**src/logic/dma_event_cfg.svh**
```systemverilog
`ifndef DMA_EVENT_CFG_SVH
`define DMA_EVENT_CFG_SVH

// ************************************************************
// Register byte addresses
// ************************************************************
`define ADDR_EVENT_CONTROL 4'h0
`define ADDR_CELL_SIZE 4'h4
`define ADDR_CELL_POINTER 4'h8
`define ADDR_CHANNEL_CTRL 4'hc
`define ADDR_INT_STATUS 5'h10
`define ADDR_INT_MASK 5'h14
`define ADDR_WIDTH 5

// ************************************************************
// Event control field positions
// ************************************************************
`define EC_ABORT_IRQ_HI 23
`define EC_ABORT_IRQ_LO 16
`define EC_START_IRQ_HI 15
`define EC_START_IRQ_LO 8
`define EC_FORCE_BIT 7
`define EC_SW_ABORT_BIT 6
`define EC_PAT_EN_BIT 5
`define EC_START_EN_BIT 4
`define EC_ABORT_EN_BIT 3

// ************************************************************
// Reset values
// ************************************************************
`define RESET_IRQ_SELECT 8'hff
`define RESET_CELL_SIZE 16'h0000

// ************************************************************
// Interrupt status bit positions
// ************************************************************
`define INT_ABORT_BIT 0
`define INT_CELL_DONE_BIT 1
`define INT_BITS 2

// ************************************************************
// AXI responses
// ************************************************************
`define RESP_OKAY 2'b00
`define RESP_SLVERR 2'b10

`endif

```
**src/logic/dma_event_pkg.sv**
```systemverilog
package dma_event_pkg;

	// Event control fields as stored
	typedef struct packed {
		logic [7:0] abort_irq_select;
		logic [7:0] start_irq_select;
		logic pattern_abort_enable;
		logic start_irq_enable;
		logic abort_irq_enable;
	} event_ctrl_type;

	// Channel transfer states, Gray along idle -> busy -> done
	typedef enum logic [1:0] {
		st_idle = 2'b00,
		st_busy = 2'b01,
		st_done = 2'b11
	} chan_state_type;

	// Byte progress from the data mover
	typedef struct packed {
		logic valid;
		logic [7:0] data;
	} byte_beat_type;

endpackage

```
**src/logic/irq_match.sv**
```systemverilog
`timescale 1ns/1ps
`include "dma_event_cfg.svh"

// One-hot request vector matched against a selected number
module irq_match #(
	parameter int IRQ_COUNT = 256
) (
	// Requests
	input wire logic [IRQ_COUNT-1:0] irq_lines,
	// Selection
	input wire logic [7:0] select,
	input wire logic enable,
	// Result
	output logic hit
);

	// Refuse sizes that the 8-bit select cannot span, at elaboration
	generate
		if (IRQ_COUNT < 1 || IRQ_COUNT > 256)
		begin : g_bad_size
			$error("irq_match: IRQ_COUNT out of range");
		end
	endgenerate

	// Per-line compare, one generate loop
	logic [IRQ_COUNT-1:0] line_hit;
	genvar i;
	generate
		for (i = 0; i < IRQ_COUNT; i++)
		begin : g_line
			assign line_hit[i] = irq_lines[i] && (select == 8'(i));
		end
	endgenerate

	// Disabled selection is ignored entirely
	assign hit = enable && (|line_hit);

endmodule

```
**src/logic/pattern_detect.sv**
```systemverilog
`timescale 1ns/1ps
`include "dma_event_cfg.svh"

// Compares moved bytes to the pattern value when enabled
module pattern_detect (
	// Clock and reset
	input wire logic aclk,
	input wire logic aresetn,
	// Control
	input wire logic enable,
	input wire logic [7:0] pattern_value,
	// Byte stream
	input wire dma_event_pkg::byte_beat_type beat,
	// Result, high for one cycle after each matching byte
	output logic match
);

	// Registered match; no compare while disabled
	always_ff @(posedge aclk)
	begin
		if (!aresetn)
			match <= 1'b0;
		else
			match <= enable && beat.valid && (beat.data == pattern_value);
	end

endmodule

```
**src/logic/dma_event_ctrl.sv**
```systemverilog
// Design decisions made here: the AXI4-Lite interface to the registers and the address map.
`timescale 1ns/1ps
`include "dma_event_cfg.svh"

module dma_event_ctrl #(
	parameter int IRQ_COUNT = 256
) (
	// Clock and reset
	input wire logic aclk,
	input wire logic aresetn,
	// AXI4-Lite write address
	input wire logic [`ADDR_WIDTH-1:0] s_axi_awaddr,
	input wire logic s_axi_awvalid,
	output logic s_axi_awready,
	// AXI4-Lite write data
	input wire logic [31:0] s_axi_wdata,
	input wire logic [3:0] s_axi_wstrb,
	input wire logic s_axi_wvalid,
	output logic s_axi_wready,
	// AXI4-Lite write response
	output logic [1:0] s_axi_bresp,
	output logic s_axi_bvalid,
	input wire logic s_axi_bready,
	// AXI4-Lite read address
	input wire logic [`ADDR_WIDTH-1:0] s_axi_araddr,
	input wire logic s_axi_arvalid,
	output logic s_axi_arready,
	// AXI4-Lite read data
	output logic [31:0] s_axi_rdata,
	output logic [1:0] s_axi_rresp,
	output logic s_axi_rvalid,
	input wire logic s_axi_rready,
	// Peripheral interrupt requests
	input wire logic [IRQ_COUNT-1:0] irq_lines,
	// Byte stream from the data mover
	input wire dma_event_pkg::byte_beat_type beat,
	// Channel status to the data mover
	output logic transfer_active,
	output logic channel_on,
	output logic channel_abort_flag,
	// Interrupt
	output logic irq
);

	// ************************************************************
	// Storage
	// ************************************************************
	dma_event_pkg::event_ctrl_type ctrl; // Event control fields
	logic [15:0] cell_size; // Bytes per start event
	logic [15:0] cell_pointer; // Bytes moved in cell
	logic [7:0] pattern_value; // Match byte
	logic [`INT_BITS-1:0] int_status; // Sticky events
	logic [`INT_BITS-1:0] int_mask; // Interrupt enables
	dma_event_pkg::chan_state_type state; // Transfer state
	logic [`ADDR_WIDTH-1:0] aw_addr; // Captured write address
	logic [31:0] w_data; // Captured write data
	logic [3:0] w_strb; // Captured strobes
	logic aw_held; // Write address taken
	logic w_held; // Write data taken

	// ************************************************************
	// Write channel
	// ************************************************************
	logic wr_go; // Both halves present
	logic wr_hit; // Decoded
	assign wr_go = aw_held && w_held && !s_axi_bvalid;
	assign wr_hit = (aw_addr == 5'(`ADDR_EVENT_CONTROL)) || (aw_addr == 5'(`ADDR_CELL_SIZE))
		|| (aw_addr == 5'(`ADDR_CELL_POINTER)) || (aw_addr == 5'(`ADDR_CHANNEL_CTRL))
		|| (aw_addr == `ADDR_INT_STATUS) || (aw_addr == `ADDR_INT_MASK);

	// Address and data accepted in either order
	always_ff @(posedge aclk)
	begin
		if (!aresetn)
		begin
			aw_held <= 1'b0;
			w_held <= 1'b0;
			aw_addr <= '0;
			w_data <= '0;
			w_strb <= '0;
			s_axi_awready <= 1'b0;
			s_axi_wready <= 1'b0;
		end
		else
		begin
			s_axi_awready <= !aw_held && !s_axi_awready && s_axi_awvalid;
			s_axi_wready <= !w_held && !s_axi_wready && s_axi_wvalid;
			if (s_axi_awvalid && s_axi_awready)
			begin
				aw_held <= 1'b1;
				aw_addr <= s_axi_awaddr;
			end
			else if (wr_go)
				aw_held <= 1'b0;
			if (s_axi_wvalid && s_axi_wready)
			begin
				w_held <= 1'b1;
				w_data <= s_axi_wdata;
				w_strb <= s_axi_wstrb;
			end
			else if (wr_go)
				w_held <= 1'b0;
		end
	end

	// Write response
	always_ff @(posedge aclk)
	begin
		if (!aresetn)
		begin
			s_axi_bvalid <= 1'b0;
			s_axi_bresp <= `RESP_OKAY;
		end
		else if (wr_go)
		begin
			s_axi_bvalid <= 1'b1;
			s_axi_bresp <= wr_hit ? `RESP_OKAY : `RESP_SLVERR;
		end
		else if (s_axi_bready)
			s_axi_bvalid <= 1'b0;
	end

	// Per-register write strobes
	logic wr_ec;
	logic wr_cs;
	logic wr_cc;
	logic wr_is;
	logic wr_im;
	assign wr_ec = wr_go && (aw_addr == 5'(`ADDR_EVENT_CONTROL));
	assign wr_cs = wr_go && (aw_addr == 5'(`ADDR_CELL_SIZE));
	assign wr_cc = wr_go && (aw_addr == 5'(`ADDR_CHANNEL_CTRL));
	assign wr_is = wr_go && (aw_addr == `ADDR_INT_STATUS);
	assign wr_im = wr_go && (aw_addr == `ADDR_INT_MASK);

	// ************************************************************
	// Event decode
	// ************************************************************
	logic start_hit;
	logic abort_hit;
	logic pattern_hit;
	logic force_req;
	logic sw_abort_req;
	logic abort_any;
	logic start_any;
	logic cell_end;

	// Start number compare, gated by enable
	irq_match #(.IRQ_COUNT(IRQ_COUNT)) u_start_match (
		.irq_lines(irq_lines),
		.select(ctrl.start_irq_select),
		.enable(ctrl.start_irq_enable),
		.hit(start_hit)
	);

	// Abort number compare, gated by enable
	irq_match #(.IRQ_COUNT(IRQ_COUNT)) u_abort_match (
		.irq_lines(irq_lines),
		.select(ctrl.abort_irq_select),
		.enable(ctrl.abort_irq_enable),
		.hit(abort_hit)
	);

	// Pattern compare only runs while enabled
	pattern_detect u_pattern (
		.aclk(aclk),
		.aresetn(aresetn),
		.enable(ctrl.pattern_abort_enable && state == dma_event_pkg::st_busy),
		.pattern_value(pattern_value),
		.beat(beat),
		.match(pattern_hit)
	);

	// Write-one pulses; nothing is stored
	assign force_req = wr_ec && w_strb[0] && w_data[`EC_FORCE_BIT];
	assign sw_abort_req = wr_ec && w_strb[0] && w_data[`EC_SW_ABORT_BIT];
	assign abort_any = abort_hit || sw_abort_req || pattern_hit;
	assign start_any = (start_hit || force_req) && channel_on;
	assign cell_end = beat.valid && (cell_pointer + 16'h0001 >= cell_size);

	// ************************************************************
	// Register updates
	// ************************************************************
	// Event control fields, byte-lane writes
	always_ff @(posedge aclk)
	begin
		if (!aresetn)
		begin
			ctrl.abort_irq_select <= `RESET_IRQ_SELECT;
			ctrl.start_irq_select <= `RESET_IRQ_SELECT;
			ctrl.pattern_abort_enable <= 1'b0;
			ctrl.start_irq_enable <= 1'b0;
			ctrl.abort_irq_enable <= 1'b0;
		end
		else if (wr_ec)
		begin
			if (w_strb[2])
				ctrl.abort_irq_select <= w_data[`EC_ABORT_IRQ_HI:`EC_ABORT_IRQ_LO];
			if (w_strb[1])
				ctrl.start_irq_select <= w_data[`EC_START_IRQ_HI:`EC_START_IRQ_LO];
			if (w_strb[0])
			begin
				ctrl.pattern_abort_enable <= w_data[`EC_PAT_EN_BIT];
				ctrl.start_irq_enable <= w_data[`EC_START_EN_BIT];
				ctrl.abort_irq_enable <= w_data[`EC_ABORT_EN_BIT];
			end
		end
	end

	// Cell size; upper half dropped
	always_ff @(posedge aclk)
	begin
		if (!aresetn)
			cell_size <= `RESET_CELL_SIZE;
		else if (wr_cs)
		begin
			if (w_strb[0])
				cell_size[7:0] <= w_data[7:0];
			if (w_strb[1])
				cell_size[15:8] <= w_data[15:8];
		end
	end

	// Channel on and pattern byte
	always_ff @(posedge aclk)
	begin
		if (!aresetn)
		begin
			channel_on <= 1'b0;
			pattern_value <= 8'h00;
		end
		else
		begin
			if (wr_cc && w_strb[1])
				pattern_value <= w_data[15:8];
			if (pattern_hit)
				channel_on <= 1'b0;
			else if (wr_cc && w_strb[0])
				channel_on <= w_data[0];
		end
	end

	// Transfer state machine
	always_ff @(posedge aclk)
	begin
		if (!aresetn)
			state <= dma_event_pkg::st_idle;
		else
			case (state)
				dma_event_pkg::st_idle:
					if (start_any && !abort_any)
						state <= dma_event_pkg::st_busy;
				dma_event_pkg::st_busy:
					if (abort_any)
						state <= dma_event_pkg::st_idle;
					else if (cell_end)
						state <= dma_event_pkg::st_done;
				dma_event_pkg::st_done:
					state <= dma_event_pkg::st_idle;
				default:
					state <= dma_event_pkg::st_idle;
			endcase
	end

	// Cell pointer: counts bytes, cleared on start or pattern
	always_ff @(posedge aclk)
	begin
		if (!aresetn)
			cell_pointer <= 16'h0000;
		else if (pattern_hit)
			cell_pointer <= 16'h0000;
		else if (state != dma_event_pkg::st_busy && start_any)
			cell_pointer <= 16'h0000;
		else if (state == dma_event_pkg::st_busy && beat.valid)
			cell_pointer <= cell_pointer + 16'h0001;
	end

	// Status outputs
	always_ff @(posedge aclk)
	begin
		if (!aresetn)
			transfer_active <= 1'b0;
		else
			transfer_active <= (state == dma_event_pkg::st_busy) && !abort_any && !cell_end;
	end

	// ************************************************************
	// Interrupt status, mask and output
	// ************************************************************
	logic [`INT_BITS-1:0] int_event;
	assign int_event[`INT_ABORT_BIT] = (state == dma_event_pkg::st_busy) && abort_any;
	assign int_event[`INT_CELL_DONE_BIT] = (state == dma_event_pkg::st_busy) && !abort_any
		&& cell_end;

	// Sticky bits; a new event beats a write-one clear
	always_ff @(posedge aclk)
	begin
		if (!aresetn)
			int_status <= '0;
		else if (wr_is && w_strb[0])
			int_status <= (int_status & ~w_data[`INT_BITS-1:0]) | int_event;
		else
			int_status <= int_status | int_event;
	end

	// Mask register
	always_ff @(posedge aclk)
	begin
		if (!aresetn)
			int_mask <= '0;
		else if (wr_im && w_strb[0])
			int_mask <= w_data[`INT_BITS-1:0];
	end

	// Interrupt and abort flag from flops
	always_ff @(posedge aclk)
	begin
		if (!aresetn)
		begin
			irq <= 1'b0;
			channel_abort_flag <= 1'b0;
		end
		else
		begin
			irq <= |(int_status & int_mask);
			channel_abort_flag <= int_status[`INT_ABORT_BIT];
		end
	end

	// ************************************************************
	// Read channel
	// ************************************************************
	logic [31:0] rd_word;

	// Read mux; unused bits are zero
	always_comb
	begin
		rd_word = 32'h0000_0000;
		case (s_axi_araddr)
			5'(`ADDR_EVENT_CONTROL):
				rd_word = {8'h00, ctrl.abort_irq_select, ctrl.start_irq_select, 2'b00,
					ctrl.pattern_abort_enable, ctrl.start_irq_enable,
					ctrl.abort_irq_enable, 3'b000};
			5'(`ADDR_CELL_SIZE):
				rd_word = {16'h0000, cell_size};
			5'(`ADDR_CELL_POINTER):
				rd_word = {16'h0000, cell_pointer};
			5'(`ADDR_CHANNEL_CTRL):
				rd_word = {16'h0000, pattern_value, 7'h00, channel_on};
			`ADDR_INT_STATUS:
				rd_word = {30'h0, int_status};
			`ADDR_INT_MASK:
				rd_word = {30'h0, int_mask};
			default:
				rd_word = 32'h0000_0000;
		endcase
	end

	// One-cycle read answer
	always_ff @(posedge aclk)
	begin
		if (!aresetn)
		begin
			s_axi_arready <= 1'b0;
			s_axi_rvalid <= 1'b0;
			s_axi_rdata <= 32'h0000_0000;
			s_axi_rresp <= `RESP_OKAY;
		end
		else
		begin
			s_axi_arready <= s_axi_arvalid && !s_axi_arready && !s_axi_rvalid;
			if (s_axi_arvalid && s_axi_arready)
			begin
				s_axi_rvalid <= 1'b1;
				s_axi_rdata <= rd_word;
				s_axi_rresp <= (s_axi_araddr[1:0] == 2'b00 && s_axi_araddr <= `ADDR_INT_MASK)
					? `RESP_OKAY : `RESP_SLVERR;
			end
			else if (s_axi_rready)
				s_axi_rvalid <= 1'b0;
		end
	end
endmodule

```
**config.mk**
```make
export PLATFORM = sky130hd
export DESIGN_NAME = dma_event_ctrl
export DESIGN_NICKNAME = d
export VERILOG_FILES = /design/src/logic/dma_event_pkg.sv /design/src/logic/irq_match.sv /design/src/logic/pattern_detect.sv /design/src/logic/dma_event_ctrl.sv
export VERILOG_INCLUDE_DIRS = /design/src /design/src/logic
export SDC_FILE = /design/constraint.sdc
export NUM_CORES = 1
export LEC_CHECK = 0
export ABC_AREA = 1
export BUFFER_PORTS_ARGS = -buffer_cell sky130_fd_sc_hd__clkbuf_2
export CAP_MARGIN = 30
export CORE_UTILIZATION = 52
export DETAILED_ROUTE_END_ITERATION = 8
export GPL_TIMING_DRIVEN = 0
export PLACE_DENSITY = 0.82
export SLEW_MARGIN = 15
export SYNTH_ARGS = -nofsm -noshare
export SYNTH_HDL_FRONTEND = slang
export SYNTH_HIERARCHICAL = 1
export SYNTH_SLANG_ARGS = --single-unit
```
**constraint.sdc**
```tcl
create_clock -name aclk -period 2.8 [get_ports aclk]
set_input_delay 0.28 -clock aclk [delete_from_list [all_inputs] [get_ports aclk]]
set_output_delay 0.28 -clock aclk [all_outputs]
set_load 0.01 [all_outputs]
```
# After elaboration in Yosys (flattened, before gate mapping)
# Index checks and enable logic that the tools add are counted.
# op_classes
n_addsub	1
order_cmp	2
n_eq_ne	525
muxes	15
n_bitwise	6
n_reduce_logical	588
# op_table
op	count
$eq A8 B8 Y1 const B	256
$eq A8 B7 Y1 const B	128
$logic_and A1 B1 Y1	550
$eq A8 B6 Y1 const B	64
$reduce_or A256 Y1	2
$eq A8 B5 Y1 const B	32
$pmux W24 S6	1
$eq A8 B4 Y1 const B	16
$eq A8 B3 Y1 const B	8
$eq A8 B2 Y1 const B	4
$eq A5 B4 Y1 const B	4
$eq A5 B5 Y1 const B	4
$add A16 B1 Y16 const B	1
$eq A8 B1 Y1 const B	2
$ge A16 B16 Y1	1
$logic_not A8 Y1	2
$mux W2	6
$reduce_and A2 Y1	6
$eq A5 B3 Y1 const B	2
$logic_not A5 Y1	2
$logic_not A1 Y1	9
$eq A8 B8 Y1	1
$logic_or A1 B1 Y1	8
$reduce_bool A2 Y1	4
14 further kinds	24
# totals
regBits	145
in_bits	318
out_inout_bits	45

# Longest topological paths before layout
# Gate-level depths: netlist (run 1).
# logic_depth
depth_word	12
mapped_depth	21
depth_no_buf	20

# Hierarchy
# The synthesis (run 1) kept the hierarchy.
# modules_own_cells
module	n_inst	cells_per_inst	area_per_inst_um2	seq_area_each_um2
dma_event_ctrl	1	795	5943.2	2682.6
irq_match	2	602	2502.4	0.0
pattern_detect	1	40	178.9	20.0

# Least setup slack after synthesis (run 1)
# No wires, ideal clock.
# synth_timing
kind	register to register
from	register cell_pointer[0]
to	register state[0]
arrival_ns	2.121
t_required_ns	2.686
setup_slack_ns	0.565
path_stages_with_launch	17
path_buffers	0
synth_period_minus_slack_ns	2.235
cell_sequence	dfxtp_1 ha_1 nand3_2 nor2_1 nand4_1 nor2_1 nand3_1 and2_1 ha_1 nand2_1 o21ai_0 a21oi_1 nand2_1 nand2_1 nand2_1 nand3_1 nand2_1
# synth_via
elab_chain_len	5
# synth_rtl
element	line	source
from (decl)	dma_event_ctrl.sv:50	logic [15:0] cell_pointer;
from (signal assigned)	dma_event_ctrl.sv:274	cell_pointer <= cell_pointer + 16'h0001;
$add A16 B1 Y16	dma_event_ctrl.sv:178	assign cell_end = beat.valid && (cell_pointer + 16'h0001 >= cell_size);
$ge A16 B16 Y1	dma_event_ctrl.sv:178	
$logic_and A1 B1 Y1	dma_event_ctrl.sv:178	
$ne A3 B3 Y1 (no line)	--	
$reduce_and A2 Y1 (no line)	--	
to (signal assigned)	dma_event_ctrl.sv:246	state <= dma_event_pkg::st_idle;
to (signal assigned)	dma_event_ctrl.sv:251	state <= dma_event_pkg::st_busy;
to (signal assigned)	dma_event_ctrl.sv:254	state <= dma_event_pkg::st_idle;
to (decl)	dma_event_ctrl.sv:54	dma_event_pkg::chan_state_type state;
# Every way passes these cells.
# A chain may end at the register's enable or synchronous reset.

# Worst setup path after layout (run 1)
# layout_timing
from	register ctrl[6] in the netlist's numbering
to	register cell_pointer[15]
# layout_via
elab_chain_len	8
word_cells_on_any_way	518
cone_classes	255 x eq/ne; 263 x reduce/logical
# layout_rtl
element	line	source
from (decl)	dma_event_ctrl.sv:48	dma_event_pkg::event_ctrl_type ctrl;
$eq A8 B1 Y1 (tied with other cells)	irq_match.sv:31	assign line_hit[i] = irq_lines[i] && (select == 8'(i));
$logic_and A1 B1 Y1	irq_match.sv:31	
$reduce_or A256 Y1 (*)	irq_match.sv:36	assign hit = enable && (|line_hit);
$logic_and A1 B1 Y1 (*)	irq_match.sv:36	
net start_hit	dma_event_ctrl.sv:138	logic start_hit;
$logic_or A1 B1 Y1 (*)	dma_event_ctrl.sv:177	assign start_any = (start_hit || force_req) && channel_on;
$logic_and A1 B1 Y1 (*)	dma_event_ctrl.sv:177	
$logic_and A1 B1 Y1 (*)	dma_event_ctrl.sv:271	else if (state != dma_event_pkg::st_busy && start_any)
$reduce_or A3 Y1 (no line) (*)	--	
# The timed path passes the listed nets; every way through them passes the cells marked *.

==> summary.txt, run 1 <==
Flow run
  – Max-cap viol count: 0

GRT
  – Largest net degree at the start of global routing: 17
  – All-Layer GR Usage: 46.8%
  – Met2 Use GR: 76.7%
  – Met1 Use GR: roughly 54%
  – Met3 Use GR: 9.72%
  – GRT busiest layer: met2
  – Initial antenna violation count: 1
  – Global-route wire length before repair: roughly 80000 um
  – Overflow after GRT: 0
  – Vias in the first global route: 14800

Synth
  – Area share of the largest cell type after synthesis: 25.5%
  – Register area share after synthesis: 24.3%
  – Synth top area cells: nand2_1, dfxtp_1, nand3_1
  – Post-Synth Simple-Gate Area: between 50% and 60%
  – Post-Synthesis Cells: 2039
  – Largest family of logic cells by synthesized area: simple AND/OR/NAND/NOR gates
  – Mux cell area share after synthesis: 0%
  – Netlist cell types: 33
  – Mean Syn Cell Area: 5.46 um^2
  – Main synth FF type: dfxtp_1
  – Compound-Gate Fraction of Synth Area: a little under an eighth
  – Synthesized area: between 0.01 and 0.015 mm^2
  – Number of synthesized register bits: 135
  – Post-synth EDFFs: 0
  – Post-Synth Adder-Cell Area: 1.91%
  – Synth Area in XOR/XNOR: less than 1%
  – Yosys warns: 6
  – Post-synth ARST share: 0%
  – Cell accounting for the most synthesized area: nand2_1

Worst hold path
  – Min-delay src: s_axi_arvalid
  – Hold Path End: s_axi_arready$_SDFF_PN0_
  – Hold path depth: 3
  – Hold Path Class: input pin to flop

Drt
  – Detail Route Antenna Nets: 0
  – Drt drc: 0
  – Iteration-0 DRC Markers: 2019
  – Vias: 16000
  – Wire per inst: 19.7 um
  – DR pass1 iterations: 6
  – Vias per cell: 5.90
  – Routed wire length: about 53000 um

Placement
  – Final HPWL DP: 40600 um
  – IO buf count: 343
  – Global placer's final weighted congestion: 1.08
  – Dpl cells: 2666
  – Place WS: -0.324 ns

STA
  – Final setup violation count: 4
  – RSZ-0062 raised after global routing: true
  – Worst-Margin Slew: ~0.75 ns
  – Min Hold Slack: 0.0789 ns
  – Max-slew headroom: between 50% and 60%
  – Final WS setup: -0.0145 ns
  – Post-Route Setup TNS: -0.0364 ns
  – Fmax: 0.355 GHz
  – Period utilization: 101%
  – Final Critical Period: 2.81 ns
  – Pins Over Slew Limit: 0
  – Final hold violation count: 0
  – Setup Skew: 0.00769 ns

Layout
  – Area growth, synth to finish: 30.4%
  – Commonest non-fill, non-tap cell in the layout: nand2_1
  – Layout Nets: 2756
  – Final Non-Filler Cells: roughly 2700
  – Layout cell share with drive strength beyond 1: 24.3%
  – Commonest cells after routing, fill and taps aside: nand2_1, clkbuf_2, nand3_1

Pwr
  – Sw Share: a little over a quarter
  – Pint: 3.42 mW
  – Overall Power: 4.70 mW
  – Peak supply drop: 0.564 mV
  – Leak Pwr: 7.66 nW
  – Logic gate share of total power: between 10% and 20%
  – Sw Pwr: 1.28 mW
  – P per Cell Area: 324 mW/mm^2
  – Reg power frac: 41.8%
  – Clk pwr share: 46.2%

Floorplanning
  – Top Ports: 363
  – # rows: between 50 and 60
  – Die Y-Extent: 148 um
  – Die W: between 100 and 150 um
  – Die ar.: 0.0220 mm^2
  – Starting Density: 52.9%
  – Core Area: about 0.021 mm^2

Outcome
  – Violated checks: setup timing
  – Status: complete, but fails checks

Worst setup path
  – Worst setup SP type: flop
  – Reg-to-Reg End: cell_pointer[15]$_SDFFE_PP0P_
  – Worst setup EP type: flop
  – CP Class: flop to flop
  – Crit path DAT: 3.16 ns
  – Reg2Reg Setup Slack: -0.01 ns
  – R2r startpoint: ctrl[6]$_SDFFE_PN1P_
  – Worst Path Required: 3.15 ns
  – Crit Path Max Fanout: 16
  – Reg2reg path depth: 18

Clock network
  – Clock Tree Root: clkbuf_16
  – CTS Buf Count: 17
  – CTS Buffer Depth: 2
  – Hold-fix buffers, CTS: 0
  – H-tree depth: 4
  – Reg clk slew, reported paths: 0.06 ns
  – TritonCTS Sinks: 135
  – Worst skew pair latency: roughly 0.42 ns
  – CTS tree: done
-- worst max-delay path, cell delays in order (launching register included) --
cell	delay, ns
dfxtp_4	0.39
inv_2	0.15
nor2_1	0.11
buf_2	0.22
nand3_1	0.10
nand2_1	0.06
nor2_1	0.13
nand2_1	0.13
o21ai_0	0.24
nand2_1	0.09
nor2_2	0.16
nand2_1	0.09
nor2_2	0.17
nor2_1	0.07
inv_1	0.05
nand2_1	0.11
nand3_2	0.12
nand2_4	0.16
a21oi_1	0.17
-- state kept, by name, indices dropped and copies added, names as in the netlist, 2 cells and up --
register,count
cell_pointer,16
ctrl,19
int_mask,2
w_strb,3
cell_size,16
pattern_value,8
int_status,2
w_data,24
aw_addr,5
s_axi_rdata,24
state,2
-- power by group through the flow --
stage / Sequential (mW) / Clock, mW / Combinational [mW]
after floorplan: 2.01 / 0 / 0.164
after global placement: 2.01 / 0 / 0.531
after detailed placement: 2.02 / 0 / 0.536
after CTS: 1.97 / 2.15 / 0.543
after global routing: 1.97 / 2.23 / 0.601
final: 1.97 / 2.17 / 0.564
-- Yosys cell counts (all sizes together) (13+ instances only) --
| library cell | instances |
|---|---|
| o21ai | 113 |
| o22ai | 14 |
| nor3 | 13 |
| clkbuf | 23 |
| ha | 17 |
| buf | 69 |
| nand3 | 328 |
| nand2 | 759 |
| o211ai | 18 |
| a21oi | 103 |
| dfxtp | 135 |
| inv | 130 |
| nor2 | 288 |
-- how the worst max path moves through the flow --
stage | from | to | slack, ns | cells past startpoint
2_1_floorplan | cell_pointer[0]$_SDFFE_PP0P_ | state[0]$_SDFFE_PN0P_ | 0.57 | 16
6_report | ctrl[6]$_SDFFE_PN1P_ | cell_pointer[15]$_SDFFE_PP0P_ | -0.01 | 18
5_1_grt | ctrl[4]$_SDFFE_PN1P_ | cell_pointer[8]$_SDFFE_PP0P_ | -0.07 | 19
4_1_cts | ctrl[10]$_SDFFE_PN1P_ | cell_pointer[10]$_SDFFE_PP0P_ | 0.002 | 19
3_5_place_dp | ctrl[4]$_SDFFE_PN1P_ | cell_pointer[14]$_SDFFE_PP0P_ | -0.32 | 19
3_3_place_gp | ctrl[6]$_SDFFE_PN1P_ | cell_pointer[14]$_SDFFE_PP0P_ | -0.28 | 20
-- cells by family (layout without fill, tap and decap cells) --
family	Yosys count	in the layout
simple gates	1401	1401
compound gates	250	250
buf+inv	224	610
flops	135	135
fa+ha+maj	17	17
xor+xnor	11	11
other cells	1	11
-- through the flow --
step	utilization (%)	cell area, um^2
6_report	69.0	14500
5_1_grt	69.0	14500
4_1_cts	66.2	13900
3_5_place_dp	62.9	13200
3_3_place_gp	62.9	13200
2_1_floorplan	-	11200
-- what timing repair did --
item	in CTS	in global routing
buffers inserted	0	13
gates cloned	0	1
pin swaps	0	25
resized for setup	50	180
setup endpoints to repair	21	21
-- layout make-up --
| class | count | area, um^2 |
|---|---|---|
| plain buffers | 88 | 554 |
| diodes | 1 | 2.50 |
| repair buffers | 358 | 1860 |
| fillers | 1960 | 6510 |
| inverters | 132 | 510 |
| clock inverters | 13 | 123 |
| multi-input cells | 1689 | 7930 |
| flip-flops and latches | 135 | 2750 |
| clock buffers | 19 | 443 |
| well taps | 275 | 344 |
-- per-layer routing --
metal  wire (um)  vias up
met5           0        -
met4        4180        0
met3        6620      339
met2       24000     1261
met1       18700     7047
li1            -     7354
(Power assumes the default switching activity.)
==> run 2: changes to the inputs <==
REMOVE_ABC_BUFFERS = 1   (was default)
==> run 2 against run 1 <==
The run still ends with setup timing left. Non-clock buffer count fell by 65. Clock-buffer cell count fell by 1. Sequential share of layout area rose by 0.29 points. Via count fell by 2.4%. Sequential cell count did not move. Register-to-register slack barely moved. Total power rose by 1.8%. Cell area fell by 1.5%. Maximum frequency rose by 0.25%. Hold slack got worse by 0.0019 ns. Global-route usage fell by 4.1 points. Critical path depth fell by 2. Largest power group unchanged.
==> summary.txt, run 2 (same netlist as run 1, synthesis figures left out) <==
Drt
  – DR pass1 iterations: 7 (+1)
  – Iteration-0 DRC Markers: 2058 (+1.9%)
  – Wire per inst: 18.8 um (-4.6%)
  – Metal-1 WL: 18000 um (-3.6%)
  – Detail Route Antenna Nets: 0 (unchanged)
  – Vias: 15600 (-2.4%)
  – Vias per cell: 5.90 (about the same)
  – Max layer used: met4
  – Routed wire length: 49800 um (-6.8%)
  – Metal3 WL: 6260 um (-5.4%)
  – DR WL met2: 22200 um (-7.4%)
  – Drt drc: 0 (unchanged)

STA
  – Pins Over Slew Limit: 0 (unchanged)
  – Final Critical Period: 2.81 ns (-0.00703 ns)
  – Fmax: 0.356 GHz (+0.25%)
  – Final hold violation count: 0 (unchanged)
  – Final setup violation count: 2 (-2)
  – Worst-Margin Slew: 0.946 ns (+0.199 ns)
  – Max-slew headroom: 36.9% (-13 points)
  – Final WS setup: -0.00750 ns (+0.00703 ns)
  – Setup Skew: 0.00930 ns (+0.00161 ns)
  – Min Hold Slack: 0.0770 ns (-0.00189 ns)
  – RSZ-0062 raised after global routing: true
  – Period utilization: 100% (-0.25 points)

Floorplanning
  – Die ar.: 0.0220 mm^2 (unchanged)
  – # rows: 53 (unchanged)
  – Starting Density: 52.9% (unchanged)
  – Core Area: 0.0210 mm^2 (unchanged)
  – Die W: 148 um (unchanged)
  – Top Ports: 363 (unchanged)
  – Die Y-Extent: 148 um (unchanged)

Clock network
  – H-tree depth: 4 (unchanged)
  – CTS tree: done
  – Worst skew pair latency: 0.43 ns (about the same)
  – Clock Tree Root: clkbuf_16
  – Reg clk slew, reported paths: 0.06 ns (about the same)
  – CTS Buffer Depth: 2 (unchanged)
  – CTS Buf Count: 17 (unchanged)
  – TritonCTS Sinks: 135 (unchanged)

Outcome
  – Violated checks: setup timing
  – Status: complete, but fails checks

GRT
  – Largest net degree at the start of global routing: 90 (+73)
  – Initial antenna violation count: 2 (+1)
  – Vias in the first global route: 13800 (-6.4%)
  – All-Layer GR Usage: 42.7% (-4.1 points)
  – Overflow after GRT: 0 (unchanged)
  – Global-route wire length before repair: 72900 um (-7.5%)

Worst setup path
  – Max incr delay on CP: 0.75 ns (+0.36 ns)
  – Worst setup SP type: flop
  – CP delay by family, top: simple AND/OR/NAND/NOR gates
  – Buf/Inv on CP: 1 (-2)
  – Total stage count of the critical path: 16 (-2)
  – Crit-path slowest cell: nor2_2
  – Worst Path Required: 3.12 ns (-0.03 ns)
  – Reg2reg path depth: 16 (-2)
  – Crit Path Max Fanout: 16 (unchanged)
  – CP Class: flop to flop
  – Crit path DAT: 3.13 ns (-0.03 ns)
  – Most frequent CP cell: nand2_1
  – Worst setup EP type: flop
  – Ordered cell list for the critical path: nor2_2 > nand3_1 > nand2_1 > nor2_1 > nand2_1 > o21ai_0 > nand2_1 > nor2_1 > nand2_1 > nor2_4 > nor2_1 > inv_1 > nand2_1 > nand3_1 > nand2_4 > nor2_1

Pwr
  – Peak supply drop: 0.493 mV (-13%)
  – P per Cell Area: 335 mW/mm^2 (+3.4%)
  – Leak Pwr: 7.46 nW (-2.7%)

Layout
  – Commonest cells after routing, fill and taps aside: nand2_1, clkbuf_2, nand3_1
  – Area growth, synth to finish: 28.4%
  – Fill cells: 1939 (-1.1%)
  – Biggest regs: s_axi_rdata x24, w_data x24, ctrl x19
  – Layout Nets: 2693 (-2.3%)
  – Layout cell share with drive strength beyond 1: 22.8% (-1.5 points)
  – Commonest non-fill, non-tap cell in the layout: nand2_1
  – N_diodes: 0 (-1)

Worst hold path
  – Hold Path Class: input pin to flop
  – Hold path depth: 3 (unchanged)

Placement
  – Place WS: -0.331 ns (-0.00664 ns)
  – IO buf count: 343 (unchanged)
  – Global placer's final weighted congestion: 0.987 (-8.3%)
  – Final HPWL DP: 36400 um (-10%)

Flow run
  – Max-cap viol count: 0 (unchanged)
run 2: cell types whose count changed in the layout (fill, tap and decap cells not counted), moves of 4 or more:
cell      delta
buf_6        -4
buf_4        -9
buf_8        +4
nor2_2      -18
buf_2       -31
o21ai_0      +5
nand2_4      -5
nor2_4      +17
clkbuf_1    -23
nand2_2      +6
run 2: where the power goes:
part	internal, mW	switching [mW]
registers	1.94	0.0223
clock network	1.36	0.942
logic	0.216	0.308
run 2: cell type report:
class | count | area [um^2] | area share [%]
timing repair buffer | 381 | 2120 | 14.9
inverter | 132 | 510 | 3.57
tap | 275 | 344 | 2.41
clock inverter | 14 | 161 | 1.13
sequential | 135 | 2750 | 19.2
multi-input combinational | 1691 | 7970 | 55.7
clock buffer | 18 | 439 | 3.07
run 2: what timing repair did:
| action | CTS | global route |
|---|---|---|
| pin swaps | 1 | 17 |
| cloned | 0 | 2 |
| resized for setup | 48 | 103 |
| buffers inserted | 3 | 18 |
| endpoints found under the setup margin | 21 | 21 |
| hold buffers | 0 | 0 |
run 2: metrics by stage:
step	area [um^2]	power, mW	util [%]	cells	TNS (ns)
floorplan	10700	2.15	-	1956	0
global placement	12800	2.50	60.7	2574	-18.94
detailed placement	13000	2.51	61.8	2587	-5.63
CTS	13800	4.78	65.5	2622	-0.000294
global route	14300	4.92	68.0	2646	-1.33
finish	14300	4.79	68.0	2646	-0.00832
run 2: final timing paths:
check | end | from | slack (ns)
min | s_axi_awready$_SDFF_PN0_ | s_axi_awvalid | 0.08
max reg2reg | cell_pointer[14]$_SDFFE_PP0P_ | ctrl[3]$_SDFFE_PN1P_ | -0.007
max | cell_pointer[14]$_SDFFE_PP0P_ | ctrl[3]$_SDFFE_PN1P_ | -0.007
min reg2reg | s_axi_arready$_SDFF_PN0_ | s_axi_rvalid$_SDFFE_PN0P_ | 0.45
run 2: worst reg2reg max path, delay by kind of cell, from the launching register on:
kind / cells / cell delay, ns
buffers and inverters: 1 / 0.04
AND/OR/NAND/NOR: 14 / 2.14
flip-flops: 1 / 0.40
AO/OA/AOI/OAI: 1 / 0.12
run 2: layer usage:
metal | up-vias | GRT usage, %
li1 | 7229 | -
met1 | 6952 | 51.5
met2 | 1179 | 69.4
met3 | 261 | 9.02
met4 | 0 | 26.4
met5 | - | 0
